### config.mk
export PLATFORM = sky130hd
export DESIGN_NAME = cbl_core
export DESIGN_NICKNAME = d
export VERILOG_FILES = /design/src/rtl/cbl_pkg.sv /design/src/rtl/cbl_cmp_unit.sv /design/src/rtl/cbl_core.sv
export SDC_FILE = /design/constraint.sdc
export NUM_CORES = 2
export LEC_CHECK = 0
export ABC_AREA = 1
export BUFFER_PORTS_ARGS = -buffer_cell sky130_fd_sc_hd__buf_4
export CAP_MARGIN = 0
export CELL_PAD_IN_SITES_DETAIL_PLACEMENT = 1
export CELL_PAD_IN_SITES_GLOBAL_PLACEMENT = 2
export CORE_ASPECT_RATIO = 0.6
export CORE_MARGIN = 4
export CORE_UTILIZATION = 34
export DETAILED_ROUTE_END_ITERATION = 8
export PLACE_DENSITY = 0.95
export SYNTH_ARGS = -nofsm -noshare
export SYNTH_HDL_FRONTEND = slang
export SYNTH_SLANG_ARGS = --single-unit
### constraint.sdc
create_clock -name i_ref_clk -period 6.82 [get_ports i_ref_clk]
set_input_delay 0.682 -clock i_ref_clk [delete_from_list [all_inputs] [get_ports i_ref_clk]]
set_output_delay 0.682 -clock i_ref_clk [all_outputs]
set_load 0.05 [all_outputs]
### src/rtl/cbl_pkg.sv
// Shared constants for the compare, branch and load execution block
package cbl_pkg;

	// Status flag bit positions
	localparam int FLAG_C = 0;
	localparam int FLAG_Z = 1;
	localparam int FLAG_N = 2;
	localparam int FLAG_V = 3;
	localparam int FLAG_S = 4;
	localparam int FLAG_H = 5;
	localparam int FLAG_T = 6;
	localparam int FLAG_I = 7;
	localparam logic [7:0] FLAGS_RST = 8'h00;

	// Pointer register indices in the register file
	localparam logic [4:0] X_LO_IDX = 5'h1A;
	localparam logic [4:0] X_HI_IDX = 5'h1B;
	localparam logic [4:0] Y_LO_IDX = 5'h1C;
	localparam logic [4:0] Y_HI_IDX = 5'h1D;
	localparam logic [7:0] GPR_RST = 8'h00;

	// Instruction encodings as mask and match value
	localparam logic [15:0] OP_SKEQ_M = 16'hFC00;
	localparam logic [15:0] OP_SKEQ_V = 16'h1000;
	localparam logic [15:0] OP_CMPR_M = 16'hFC00;
	localparam logic [15:0] OP_CMPR_V = 16'h1400;
	localparam logic [15:0] OP_CMPC_M = 16'hFC00;
	localparam logic [15:0] OP_CMPC_V = 16'h0400;
	localparam logic [15:0] OP_CMPI_M = 16'hF000;
	localparam logic [15:0] OP_CMPI_V = 16'h3000;
	localparam logic [15:0] OP_COPY_M = 16'hFC00;
	localparam logic [15:0] OP_COPY_V = 16'h2C00;
	localparam logic [15:0] OP_PCOPY_M = 16'hFF00;
	localparam logic [15:0] OP_PCOPY_V = 16'h0100;
	localparam logic [15:0] OP_LIMM_M = 16'hF000;
	localparam logic [15:0] OP_LIMM_V = 16'hE000;
	localparam logic [15:0] OP_SKRC_M = 16'hFE08;
	localparam logic [15:0] OP_SKRC_V = 16'hFC00;
	localparam logic [15:0] OP_SKRS_M = 16'hFE08;
	localparam logic [15:0] OP_SKRS_V = 16'hFE00;
	localparam logic [15:0] OP_SKIC_M = 16'hFF00;
	localparam logic [15:0] OP_SKIC_V = 16'h9900;
	localparam logic [15:0] OP_SKIS_M = 16'hFF00;
	localparam logic [15:0] OP_SKIS_V = 16'h9B00;
	localparam logic [15:0] OP_BFS_M = 16'hFC00;
	localparam logic [15:0] OP_BFS_V = 16'hF000;
	localparam logic [15:0] OP_BFC_M = 16'hFC00;
	localparam logic [15:0] OP_BFC_V = 16'hF400;
	localparam logic [15:0] OP_LDX_M = 16'hFE0C;
	localparam logic [15:0] OP_LDX_V = 16'h900C;
	localparam logic [15:0] OP_LDY_M = 16'hFE0F;
	localparam logic [15:0] OP_LDY_V = 16'h8008;
	localparam logic [15:0] OP_LDYP_V = 16'h9009;
	localparam logic [15:0] OP_LDYD_V = 16'h900A;
	// Two-word instructions that a skip must step over whole
	localparam logic [15:0] OP_LDS_M = 16'hFC0F;
	localparam logic [15:0] OP_LDS_V = 16'h9000;
	localparam logic [15:0] OP_JMP_M = 16'hFE0C;
	localparam logic [15:0] OP_JMP_V = 16'h940C;

	// Pointer access modes in the low opcode bits
	localparam logic [1:0] PTR_PLAIN = 2'h0;
	localparam logic [1:0] PTR_POST = 2'h1;
	localparam logic [1:0] PTR_PRE = 2'h2;

	// APB register offsets and reset values
	localparam logic [7:0] REG_CTRL = 8'h00;
	localparam logic [7:0] REG_FLAGS = 8'h04;
	localparam logic [7:0] REG_PC = 8'h08;
	localparam logic [7:0] REG_PTR = 8'h0C;
	localparam int CTRL_RUN_BIT = 0;
	localparam logic CTRL_RUN_RST = 1'b1;

	// Execution sequencer states
	typedef enum logic [2:0] {
		ST_EXEC,
		ST_LOAD,
		ST_SKIP,
		ST_SKIP2,
		ST_STALL
	} cbl_state_e;

endpackage

### src/rtl/cbl_cmp_unit.sv
// Subtract-and-compare flag generator
`timescale 1ns/1ps
module cbl_cmp_unit (
	input wire logic [7:0] i_a, // Minuend
	input wire logic [7:0] i_b, // Subtrahend
	input wire logic i_use_carry, // Also subtract carry-in
	input wire logic i_carry, // Current carry flag
	input wire logic i_zero, // Current zero flag
	output logic o_c, // Borrow out
	output logic o_z, // Zero result
	output logic o_n, // Negative result
	output logic o_v, // Signed overflow
	output logic o_s, // Sign test
	output logic o_h // Borrow from bit 3
);
	logic [7:0] res;
	logic cin;

	// Difference is used only for flags and then dropped
	always_comb begin
		cin = i_use_carry & i_carry;
		res = 8'(i_a - i_b - {7'h00, cin});
		o_h = (~i_a[3] & i_b[3]) | (i_b[3] & res[3]) | (res[3] & ~i_a[3]);
		o_c = (~i_a[7] & i_b[7]) | (i_b[7] & res[7]) | (res[7] & ~i_a[7]);
		o_v = (i_a[7] & ~i_b[7] & ~res[7]) | (~i_a[7] & i_b[7] & res[7]);
		o_n = res[7];
		o_s = o_n ^ o_v;
		// With carry the zero flag can only stay or fall, for multi-byte chains
		o_z = (res == 8'h00) & (~i_use_carry | i_zero);
	end
endmodule // cbl_cmp_unit

### src/rtl/cbl_core.sv
// Execution core for compares, skips, flag branches, moves and indirect loads
//
// What this block does
// - Equal registers skip next instruction, flags kept
// - Compares set six flags, one cycle
// - Register bit clear or set skips next
// - I/O bit clear or set skips next
// - Indexed flag branch jumps by offset plus one
// - Zero, carry, negative branches via flag index
// - Signed branches test the sign flag, which compares set to negative xor overflow
// - Half, transfer, overflow, interrupt flag branches
// - Pointer load reads byte, optional post-increment
// - Pre-decrement pointer then load, two cycles
//
// Implementation choices: the register addresses and the APB slave port.
`timescale 1ns/1ps
module cbl_core
	import cbl_pkg::*;
#(
	parameter int PC_W = 16, // Program counter width in bits
	parameter int ADDR_W = 8 // APB address width
) (
	input wire logic i_ref_clk, // Core clock
	input wire logic i_rst_n, // Asynchronous reset, active low
	input wire logic i_ce, // Clock enable, freezes all state when low
	output logic [PC_W-1:0] o_pc, // Program memory word address
	input wire logic [15:0] i_instr, // Instruction word at o_pc
	output logic [15:0] o_dmem_addr, // Data memory byte address
	output logic o_dmem_rd, // Data read strobe, data due on i_dmem_data
	input wire logic [7:0] i_dmem_data, // Data memory read data
	input wire logic [255:0] i_io_bits, // Low 32 I/O registers, bit per line
	input wire logic i_psel, // APB select
	input wire logic i_penable, // APB enable
	input wire logic i_pwrite, // APB write
	input wire logic [ADDR_W-1:0] i_paddr, // APB byte address
	input wire logic [31:0] i_pwdata, // APB write data
	output logic [31:0] o_prdata, // APB read data
	output logic o_pready, // APB ready
	output logic o_pslverr // APB error for unmapped address
);
	import cbl_pkg::*;

	logic [7:0] regs_q [32];
	logic [7:0] flags_q;
	logic [PC_W-1:0] pc_q;
	cbl_state_e st_q;
	logic [4:0] load_dst_q;
	logic run_q;
	logic [15:0] dmem_addr_q;
	logic dmem_rd_q;
	logic [31:0] prdata_q;

	logic exec;
	logic [4:0] rd5;
	logic [4:0] rr5;
	logic [4:0] rd_hi;
	logic [7:0] imm;
	logic [7:0] rd_val;
	logic [7:0] rr_val;
	logic is_skeq, is_cmpr, is_cmpc, is_cmpi, is_copy, is_pcopy, is_limm;
	logic is_skrc, is_skrs, is_skic, is_skis, is_bfs, is_bfc;
	logic is_ldx, is_ldy, is_load, is_long, is_cmp;
	logic reg_bit, io_bit, flag_bit;
	logic skip_go, br_go;
	logic [PC_W-1:0] br_target;
	logic y_sel;
	logic [15:0] ptr;
	logic [15:0] ptr_new;
	logic [15:0] load_addr;
	logic [7:0] cmp_a;
	logic [7:0] cmp_b;
	logic f_c, f_z, f_n, f_v, f_s, f_h;
	logic apb_wr, apb_setup, addr_ok;

	// Field extraction and operand reads
	assign exec = i_ce & run_q & (st_q == ST_EXEC);
	assign rd5 = i_instr[8:4];
	assign rr5 = {i_instr[9], i_instr[3:0]};
	assign rd_hi = {1'b1, i_instr[7:4]};
	assign imm = {i_instr[11:8], i_instr[3:0]};
	assign rd_val = regs_q[rd5];
	assign rr_val = regs_q[rr5];

	// Opcode decode
	assign is_skeq = (i_instr & OP_SKEQ_M) == OP_SKEQ_V;
	assign is_cmpr = (i_instr & OP_CMPR_M) == OP_CMPR_V;
	assign is_cmpc = (i_instr & OP_CMPC_M) == OP_CMPC_V;
	assign is_cmpi = (i_instr & OP_CMPI_M) == OP_CMPI_V;
	assign is_copy = (i_instr & OP_COPY_M) == OP_COPY_V;
	assign is_pcopy = (i_instr & OP_PCOPY_M) == OP_PCOPY_V;
	assign is_limm = (i_instr & OP_LIMM_M) == OP_LIMM_V;
	assign is_skrc = (i_instr & OP_SKRC_M) == OP_SKRC_V;
	assign is_skrs = (i_instr & OP_SKRS_M) == OP_SKRS_V;
	assign is_skic = (i_instr & OP_SKIC_M) == OP_SKIC_V;
	assign is_skis = (i_instr & OP_SKIS_M) == OP_SKIS_V;
	assign is_bfs = (i_instr & OP_BFS_M) == OP_BFS_V;
	assign is_bfc = (i_instr & OP_BFC_M) == OP_BFC_V;
	assign is_ldx = ((i_instr & OP_LDX_M) == OP_LDX_V) & (i_instr[1:0] != 2'h3);
	assign is_ldy = ((i_instr & OP_LDY_M) == OP_LDY_V) | ((i_instr & OP_LDY_M) == OP_LDYP_V)
		| ((i_instr & OP_LDY_M) == OP_LDYD_V);
	assign is_load = is_ldx | is_ldy;
	assign is_cmp = is_cmpr | is_cmpc | is_cmpi;
	assign is_long = ((i_instr & OP_LDS_M) == OP_LDS_V) | ((i_instr & OP_JMP_M) == OP_JMP_V);

	// Skip and branch conditions
	assign reg_bit = rd_val[i_instr[2:0]];
	assign io_bit = i_io_bits[{i_instr[7:3], i_instr[2:0]}];
	// Any status bit by index covers the named and signed branches
	assign flag_bit = flags_q[i_instr[2:0]];
	assign skip_go = (is_skeq & (rd_val == rr_val))
		| (is_skrc & ~reg_bit) | (is_skrs & reg_bit)
		| (is_skic & ~io_bit) | (is_skis & io_bit);
	assign br_go = (is_bfs & flag_bit) | (is_bfc & ~flag_bit);
	assign br_target = PC_W'(pc_q + PC_W'(signed'(i_instr[9:3])) + PC_W'(1));

	// Pointer selection and address arithmetic
	assign y_sel = is_ldy;
	assign ptr = y_sel ? {regs_q[Y_HI_IDX], regs_q[Y_LO_IDX]} : {regs_q[X_HI_IDX], regs_q[X_LO_IDX]};
	assign load_addr = (i_instr[1:0] == PTR_PRE) ? 16'(ptr - 16'h0001) : ptr;
	assign ptr_new = (i_instr[1:0] == PTR_POST) ? 16'(ptr + 16'h0001) : load_addr;

	// Compare operands: immediate form uses the upper register bank
	assign cmp_a = is_cmpi ? regs_q[rd_hi] : rd_val;
	assign cmp_b = is_cmpi ? imm : rr_val;

	cbl_cmp_unit u_cmp (
		.i_a(cmp_a),
		.i_b(cmp_b),
		.i_use_carry(is_cmpc),
		.i_carry(flags_q[FLAG_C]),
		.i_zero(flags_q[FLAG_Z]),
		.o_c(f_c),
		.o_z(f_z),
		.o_n(f_n),
		.o_v(f_v),
		.o_s(f_s),
		.o_h(f_h)
	);

	// Sequencer and program counter
	always_ff @(posedge i_ref_clk or negedge i_rst_n) begin
		if (!i_rst_n) begin
			st_q <= ST_EXEC;
			pc_q <= '0;
		end else if (i_ce) begin
			case (st_q)
				ST_EXEC: begin
					if (run_q) begin
						if (br_go) begin
							pc_q <= br_target;
							st_q <= ST_STALL;
						end else if (skip_go) begin
							pc_q <= PC_W'(pc_q + PC_W'(1));
							st_q <= ST_SKIP;
						end else begin
							pc_q <= PC_W'(pc_q + PC_W'(1));
							st_q <= is_load ? ST_LOAD : ST_EXEC;
						end
					end
				end
				ST_SKIP: begin
					// Step over the skipped word, and its second word if long
					pc_q <= PC_W'(pc_q + PC_W'(1));
					st_q <= is_long ? ST_SKIP2 : ST_EXEC;
				end
				ST_SKIP2: begin
					pc_q <= PC_W'(pc_q + PC_W'(1));
					st_q <= ST_EXEC;
				end
				ST_LOAD: st_q <= ST_EXEC;
				ST_STALL: st_q <= ST_EXEC;
				default: st_q <= ST_EXEC;
			endcase
		end
	end

	// Register file: copies, immediates, pointer updates and load returns
	always_ff @(posedge i_ref_clk or negedge i_rst_n) begin
		if (!i_rst_n) begin
			for (int i = 0; i < 32; i++) begin
				regs_q[i] <= GPR_RST;
			end
			load_dst_q <= 5'h00;
		end else if (i_ce) begin
			if (st_q == ST_LOAD) begin
				regs_q[load_dst_q] <= i_dmem_data;
			end else if (exec) begin
				if (is_copy) begin
					regs_q[rd5] <= rr_val;
				end
				if (is_pcopy) begin
					regs_q[{i_instr[7:4], 1'b0}] <= regs_q[{i_instr[3:0], 1'b0}];
					regs_q[{i_instr[7:4], 1'b1}] <= regs_q[{i_instr[3:0], 1'b1}];
				end
				if (is_limm) begin
					regs_q[rd_hi] <= imm;
				end
				if (is_load) begin
					load_dst_q <= rd5;
					regs_q[y_sel ? Y_LO_IDX : X_LO_IDX] <= ptr_new[7:0];
					regs_q[y_sel ? Y_HI_IDX : X_HI_IDX] <= ptr_new[15:8];
				end
			end
		end
	end

	// Data memory read request, registered so strobe and data share the load cycle
	always_ff @(posedge i_ref_clk or negedge i_rst_n) begin
		if (!i_rst_n) begin
			dmem_addr_q <= 16'h0000;
			dmem_rd_q <= 1'b0;
		end else if (i_ce) begin
			dmem_rd_q <= exec & is_load & ~br_go & ~skip_go;
			if (exec & is_load) begin
				dmem_addr_q <= load_addr;
			end
		end
	end

	// Status flags: compare results win over a software write
	always_ff @(posedge i_ref_clk or negedge i_rst_n) begin
		if (!i_rst_n) begin
			flags_q <= FLAGS_RST;
		end else if (i_ce) begin
			if (exec & is_cmp) begin
				flags_q[FLAG_C] <= f_c;
				flags_q[FLAG_Z] <= f_z;
				flags_q[FLAG_N] <= f_n;
				flags_q[FLAG_V] <= f_v;
				flags_q[FLAG_S] <= f_s;
				flags_q[FLAG_H] <= f_h;
			end else if (apb_wr & (i_paddr == REG_FLAGS)) begin
				flags_q <= i_pwdata[7:0];
			end
		end
	end

	// APB decode, zero wait states
	assign apb_setup = i_psel & ~i_penable;
	assign apb_wr = i_psel & i_penable & i_pwrite;
	assign addr_ok = (i_paddr == REG_CTRL) | (i_paddr == REG_FLAGS) | (i_paddr == REG_PC)
		| (i_paddr == REG_PTR);
	assign o_pready = 1'b1;
	assign o_pslverr = i_psel & i_penable & ~addr_ok;

	// Run control register
	always_ff @(posedge i_ref_clk or negedge i_rst_n) begin
		if (!i_rst_n) begin
			run_q <= CTRL_RUN_RST;
		end else if (i_ce & apb_wr & (i_paddr == REG_CTRL)) begin
			run_q <= i_pwdata[CTRL_RUN_BIT];
		end
	end

	// Read data captured in the setup phase
	always_ff @(posedge i_ref_clk or negedge i_rst_n) begin
		if (!i_rst_n) begin
			prdata_q <= 32'h0000_0000;
		end else if (i_ce & apb_setup) begin
			case (i_paddr)
				REG_CTRL: prdata_q <= {31'h0000_0000, run_q};
				REG_FLAGS: prdata_q <= {24'h00_0000, flags_q};
				REG_PC: prdata_q <= 32'(pc_q);
				REG_PTR: prdata_q <= {regs_q[Y_HI_IDX], regs_q[Y_LO_IDX], regs_q[X_HI_IDX],
					regs_q[X_LO_IDX]};
				default: prdata_q <= 32'h0000_0000;
			endcase
		end
	end

	assign o_prdata = prdata_q;
	assign o_pc = pc_q;
	assign o_dmem_addr = dmem_addr_q;
	assign o_dmem_rd = dmem_rd_q;

	// Checks on execution timing and effects
	equal_skip_a: assert property (@(posedge i_ref_clk) disable iff (!i_rst_n || !i_ce)
		exec && is_skeq && (rd_val == rr_val) |=> st_q == ST_SKIP && pc_q == PC_W'($past(pc_q) + 1)
		&& $stable(flags_q)) else $error("equal skip did not start");
	cmp_flags_a: assert property (@(posedge i_ref_clk) disable iff (!i_rst_n || !i_ce)
		exec && is_cmpr |=> flags_q[FLAG_Z] == ($past(rd_val) == $past(rr_val)) && st_q == ST_EXEC
		&& regs_q[$past(rd5)] == $past(rd_val)) else $error("compare flag or timing wrong");
	cmp_carry_a: assert property (@(posedge i_ref_clk) disable iff (!i_rst_n || !i_ce)
		exec && is_cmpi |=> flags_q[FLAG_C] == ($past(regs_q[rd_hi]) < $past(imm)))
		else $error("immediate compare carry wrong");
	reg_bit_skip_a: assert property (@(posedge i_ref_clk) disable iff (!i_rst_n || !i_ce)
		exec && (is_skrc || is_skrs) && !br_go |=> (st_q == ST_SKIP)
		== ($past(is_skrs) == $past(reg_bit))) else $error("register bit skip wrong");
	io_bit_skip_a: assert property (@(posedge i_ref_clk) disable iff (!i_rst_n || !i_ce)
		exec && (is_skic || is_skis) |=> (st_q == ST_SKIP) == ($past(is_skis) == $past(io_bit))
		&& $stable(flags_q)) else $error("io bit skip wrong");
	skip_length_a: assert property (@(posedge i_ref_clk) disable iff (!i_rst_n || !i_ce)
		st_q == ST_SKIP && is_long |=> st_q == ST_SKIP2 ##1 st_q == ST_EXEC
		&& pc_q == PC_W'($past(pc_q, 2) + 2)) else $error("long skip wrong");
	branch_taken_a: assert property (@(posedge i_ref_clk) disable iff (!i_rst_n || !i_ce)
		exec && br_go |=> pc_q == $past(br_target) && st_q == ST_STALL ##1 st_q == ST_EXEC)
		else $error("taken branch target or timing wrong");
	signed_branch_a: assert property (@(posedge i_ref_clk) disable iff (!i_rst_n || !i_ce)
		exec && is_bfs && i_instr[2:0] == 3'(FLAG_S) && flags_q[FLAG_S]
		== (flags_q[FLAG_N] ^ flags_q[FLAG_V]) |-> br_go == (flags_q[FLAG_N] ^ flags_q[FLAG_V]))
		else $error("signed branch condition wrong");
	load_post_a: assert property (@(posedge i_ref_clk) disable iff (!i_rst_n || !i_ce)
		exec && is_load && i_instr[1:0] == PTR_POST |=> o_dmem_addr == $past(ptr) && o_dmem_rd
		##1 regs_q[$past(load_dst_q)] == $past(i_dmem_data)) else $error("post-inc load wrong");
	load_pre_a: assert property (@(posedge i_ref_clk) disable iff (!i_rst_n || !i_ce)
		exec && is_load && i_instr[1:0] == PTR_PRE |=> o_dmem_addr == 16'($past(ptr) - 1)
		&& st_q == ST_LOAD && $stable(flags_q)) else $error("pre-dec load wrong");
	copy_a: assert property (@(posedge i_ref_clk) disable iff (!i_rst_n || !i_ce)
		exec && is_copy |=> regs_q[$past(rd5)] == $past(rr_val) && st_q == ST_EXEC
		&& $stable(flags_q)) else $error("register copy wrong");
endmodule // cbl_core

# After elaboration in Yosys (flattened, before gate mapping)
# Index checks and enable logic that the tools add are counted.
# word_totals
in_bits,326
output_inout_bits,67
elab_cells,272
ff_bits,338
# op_classes
n_mux,76
add_sub_neg,7
n_eq_ne,30
order_cmp,19
n_reduce_logical,21
bitwise,78
# op_table
operator,count
256-bit 2-to-1 mux,15
256-bit bitwise mux,7
8-bit demux with 5-bit select,7
8-bit binary-select mux with 5-bit select,5
8-bit 2-to-1 mux,19
32-bit case mux with 4 select lines,1
16-bit 2-to-1 mux,5
"6-bit greater-or-equal comparator, second input constant",10
5-bit inverter with 6-bit output,10
"16-bit by 1-bit adder with 16-bit output, second input constant",3
"6-bit by 1-bit less-than comparator with 1-bit output, second input constant",7
1-bit AND,33
"11-bit == test, second input constant",3
"8-bit == test, second input constant",4
16-bit case mux with 2 select lines,1
1-bit bitwise OR,20
"9-bit == test, second input constant",2
16-bit adder,1
"8-bit by 4-bit == test with 1-bit output, second input constant",2
8-bit zero test,2
"16-bit by 1-bit subtractor with 16-bit output, second input constant",1
1-bit inverter,14
"6-bit by 3-bit == test with 1-bit output, second input constant",2
"6-bit == test, second input constant",2
32 further kinds,55

# Depth between registers and ports, before layout
# logic_depth
ltp_word,26
mapped_depth,29
depth_no_buf,25

# Hierarchy
# Synthesis repeated with hierarchy kept, for this count alone.
# hier_totals
hier_cells,5972
area_unflattened_um2,34538.1
# modules_own_cells
mod,n_inst,cells_each,area_each_um2
cbl_core,1,5851,33848.7
cbl_cmp_unit,1,121,689.4

# Worst setup path before layout
# No wires, ideal clock.
# synth_timing
path_kind,input to register
start,input i_instr[5]
end,register flags_q[1]
n_path_buf,3
path_stages,26
required_time_ns,6.743
arrival_time_ns,3.986
setup_time_ns,0.077
path_slack_ns,2.756
cell_sequence,buf_2 > nand2_1 > inv_2 > buf_2 > buf_2 > nand2_1 > nand4_1 > nand2_1 > nand2_1 > nor2_1 > nand2_1 > nand2_1 > inv_1 > o21ai_0 > fa_1 > fa_1 > nand2_1 > a21o_1 > a21oi_1 > o21ai_0 > xor2_1 > nor4_1 > nand3_1 > nor3_1 > nand2_1 > a21oi_1
# synth_via
elab_chain_cells,10
elab_cells_between_ends,14
# synth_lines
item,line,text
from (decl),cbl_core.sv:27,"input wire logic [15:0] i_instr,"
"5-bit inverter with 6-bit output, on equally long branches","cbl_core.sv:81, cbl_core.sv:123",
"8-bit binary-select mux with 5-bit select, on equally long branches","cbl_core.sv:81, cbl_core.sv:123",
"8-bit 2-to-1 mux, on equally long branches (2 in series)","cbl_core.sv:81, cbl_core.sv:123",
8-bit 2-to-1 mux *,cbl_core.sv:123,assign cmp_a = is_cmpi ? regs_q[rd_hi] : rd_val;
8-bit subtractor *,cbl_cmp_unit.sv:22,"res = 8'(i_a - i_b - {7'h00, cin});"
8-bit by 1-bit subtractor with 8-bit output *,cbl_cmp_unit.sv:22,
8-bit zero test *,cbl_cmp_unit.sv:29,o_z = (res == 8'h00) & (~i_use_carry | i_zero);
1-bit AND *,cbl_cmp_unit.sv:29,
6-bit 2-to-1 mux *,cbl_core.sv:225,if (exec & is_cmp) begin
"to (signal, indexed assignment)",cbl_core.sv:227,flags_q[FLAG_Z] <= f_z;
"to (signal, indexed assignment)",cbl_core.sv:228,flags_q[FLAG_N] <= f_n;
"to (signal, indexed assignment)",cbl_core.sv:229,flags_q[FLAG_V] <= f_v;
to (decl),cbl_core.sv:44,logic [7:0] flags_q;
# Mark *: on every way between the ends. The rest lies on a longest branch, timed or not. The select of a mux whose other input is x is not followed.
# A chain may end at the register's enable or synchronous reset.

# Final worst setup path
# layout_timing
start,input i_instr[0]
end,register flags_q[1]
# layout_via
elab_chain_cells,10
# layout_lines
item,line,text
5-bit inverter with 6-bit output (not written as such),cbl_core.sv:82,assign rr_val = regs_q[rr5];
8-bit binary-select mux with 5-bit select,cbl_core.sv:82,
8-bit 2-to-1 mux (not written as such) (2 in series),cbl_core.sv:82,
8-bit 2-to-1 mux *,cbl_core.sv:124,assign cmp_b = is_cmpi ? imm : rr_val;
8-bit subtractor *,cbl_cmp_unit.sv:22,
8-bit by 1-bit subtractor with 8-bit output *,cbl_cmp_unit.sv:22,
8-bit zero test *,cbl_cmp_unit.sv:29,
1-bit AND *,cbl_cmp_unit.sv:29,
6-bit 2-to-1 mux *,cbl_core.sv:225,
# Marked as above.

==> results.cfg <==
[setup_path]
critPathMaxStageDelay_ps = 670
reg2reg_depth = 23
rr_endpoint = flags_q[1]$_DFFE_PN0P_
path_class = in -> reg
start_kind = input pin
cp_max_fo = 41
r2r-start = regs_q[32]$_DFFE_PN0P_
crit_path_cell_trace = buf_4, buf_4, nand2_2, clkinv_2, nand2_1, o21ai_0, o21ai_0, nand3_1, nor2_1, nor2_1, nand2_1, o21ai_0, fa_1, fa_1, nand2_1, a21o_1, a21oi_1, o21ai_0, xor2_1, nor4_1, nand3_1, nor3_1, nand2_1, a21oi_1
worstPathBufferInverterCount = 3
worstPathRequired_ps = 7380
cp_slowest_cell = clkinv_2
critPathCaptureType = flip-flop
r2r_slack_ps = 2420
cp_top_family = simple AND/OR/NAND/NOR gates
crit_arrival_ps = 5770

[timing]
period_minus_slack_ps = 5210
finClkSkew_ps = 27.0
tightest_slew_ps = 1370
grt_setup_unrepaired = false
final_max_slew_viol_count = 0
period_share_pct = 76.4
setup-tns-final_ps = 0
finalSetupViolCount = 0
max_freq_mhz = 192
finalHoldViolCount = 0
final.setup.worst_slack_ps = 1610
slew_headroom_pct = 8.24
whs_ps = 14.7

[placed_design]
dp_slack_ps = 1260
hpwl_mm = 171
port_buffers = 367
place.gp.congestion = 1.07

[die]
ios = 393
dieArea_um2 = 104000
dieWidth_um = 414
rows = 88
core_um2 = 97000
die_y_um = 251
initial_core_util_pct = 34.6

[cts]
cts_hold_buf = 0
cts_tree = built
cts_max_level = 2
cts-root-buf = clkbuf_16
clk_path_buf_depth = 3
path_clk_slew_ps = 60
cts_resized = 0
cts.sinks = 338
clk_latency_ps = 660
post_cts_buffers = 0
cts_buffers = 43

[logic_synthesis]
ys_seq_elements = 338
synth_commonest_cells = nand2_1 (1836), o21ai_0 (589), nor2_1 (587), a21oi_1 (438), inv_1 (344)
avgSynthCellArea_um2 = 5.89
yosys.area.top_type = dfrtp_1
synth.yosys.seq_area_share_pct = 25.2
synth_top_cells_by_area = dfrtp_1 (25%), nand2_1 (21%), o21ai_0 (8.8%)
synth_fp_nets = 6057
synth_top_area_share_pct = 25.1
synth.distinct_cells = 61
synthCells = 5698
ys_async_sr_fraction_pct = 100
synth_ff_type = dfrtp_1
synth.most_common_cell = nand2_1
synth_warnings = 0
syn_area_um2 = 33600
synth_edf_count = 0

[outcome]
status = complete, no violations

[global_route]
grt_pass1_wl_mm = 329
grt-ovfl-total = 0
grt_antenna_before_repair = 20
grt_pass1_vias = 43378
grt_start_max_net_pins = 141
gr-usage-all-layers_pct = 43.5

[power]
p_switching_mw = 9.20
worst_ir_drop_vdd_mv = 0.267
comb_power_share_pct = 53.3
cellLeakagePower_nw = 18.3
cellPowerDensity_nw_per_um2 = 410
internal-power_mw = 6.78
switching_share_pct = 57.6
clkPwrFrac_pct = 16.1
seq_power_share_pct = 30.6

[drt]
postRouteAntennaNets = 0
firstDrtPassIters = 6
vias_per_cell = 6.53
routed_wl_mm = 237
drc_errors = 0
post_drt_wl_per_cell_um = 32.9
num_vias = 47136
drt-initial-drc-count = 7135

[cells_and_area]
drive_above_1_share_pct = 11.6
layout.nets = 6214
syn_to_final_growth_pct = 16.1
final.fill_count = 13098

[run]
cap_violations = 0

[worst_hold_path]
worstHoldPathType = in -> async
-- state kept, by name, indices dropped and copies added (netlist names) --
name,cells
o_prdata,32
load_dst_q,5
o_dmem_rd,1
st_q,3
o_dmem_addr,16
run_q,1
flags_q,8
o_pc,16
regs_q,256
-- power by group through the flow --
stage / Clock [mW] / Sequential [mW] / Combinational (mW)
CTS: 2.56 / 4.53 / 8.04
detailed placement: 0 / 4.56 / 8.00
finish: 2.58 / 4.89 / 8.51
global placement: 0 / 4.53 / 7.73
global route: 2.64 / 4.75 / 9.05
floorplan: 0 / 3.60 / 5.03
-- worst max-delay path by stage --
stage,cells past startpoint,startpoint,end
finish,24,i_instr[0],flags_q[1]$_DFFE_PN0P_
global route,24,i_instr[0],flags_q[1]$_DFFE_PN0P_
CTS,24,i_instr[0],flags_q[1]$_DFFE_PN0P_
detailed placement,24,i_instr[0],flags_q[1]$_DFFE_PN0P_
global placement,24,i_instr[0],flags_q[1]$_DFFE_PN0P_
floorplan,26,i_instr[5],flags_q[1]$_DFFE_PN0P_
-- placed cells by master (no fill, tap or decap), drive strengths merged, types with 58 or more instances in the layout --
cell type | netlist | layout
a21oi | 442 | 442
clkbuf | 226 | 58
nand2 | 1847 | 1847
dfrtp | 337 | 337
o211ai | 185 | 185
nor2 | 605 | 605
nand3 | 291 | 291
a31oi | 195 | 195
o21ai | 627 | 627
buf | 177 | 515
inv | 356 | 358
nand4 | 90 | 90
-- layer usage --
layer / vias up / track usage, % / routed length (um)
li1: 19588 / - / -
met1: 23178 / 59.8 / 96500
met2: 3753 / 53.9 / 85000
met3: 601 / 26.7 / 45300
met4: 16 / 15.1 / 9520
met5: - / 3.95 / 937
-- kinds of logic (layout without fill, tap and decap cells) --
logic type	Yosys count	in the layout	synth area share (%)
buffers and inverters	786	977	9.88
and+or+nand+nor	2885	2885	35.0
DFF	338	338	25.2
AOI/OAI and AO/OA	1622	1622	27.7
muxes	2	2	0.0671
adders and majority gates	33	33	1.30
xor gates and xnor gates	31	31	0.831
other	1	24	0.0112
-- cell type report --
class / instances / area, um2 / share of cell area (%)
Sequential cell: 338 / 8460 / 21.7
Antenna cell: 23 / 57.6 / 0.148
Multi-Input combinational cell: 4574 / 21900 / 56.2
Tap cell: 1305 / 1630 / 4.19
Clock inverter: 21 / 267 / 0.683
Timing Repair Buffer: 515 / 3990 / 10.2
Inverter: 383 / 1460 / 3.73
Clock buffer: 58 / 1210 / 3.11
-- through the flow --
stage / instances / utilization [%] / total power [mW] / area, um2
6_report: 7217 / 40.2 / 16.0 / 39000
5_1_grt: 7198 / 40.2 / 16.4 / 39000
3_3_place_gp: 7115 / 38.6 / 12.3 / 37500
3_5_place_dp: 7115 / 38.6 / 12.6 / 37500
4_1_cts: 7194 / 40.1 / 15.1 / 38900
2_1_floorplan: 5698 / - / 8.62 / 33600
Power figures use the tool's default switching activity.
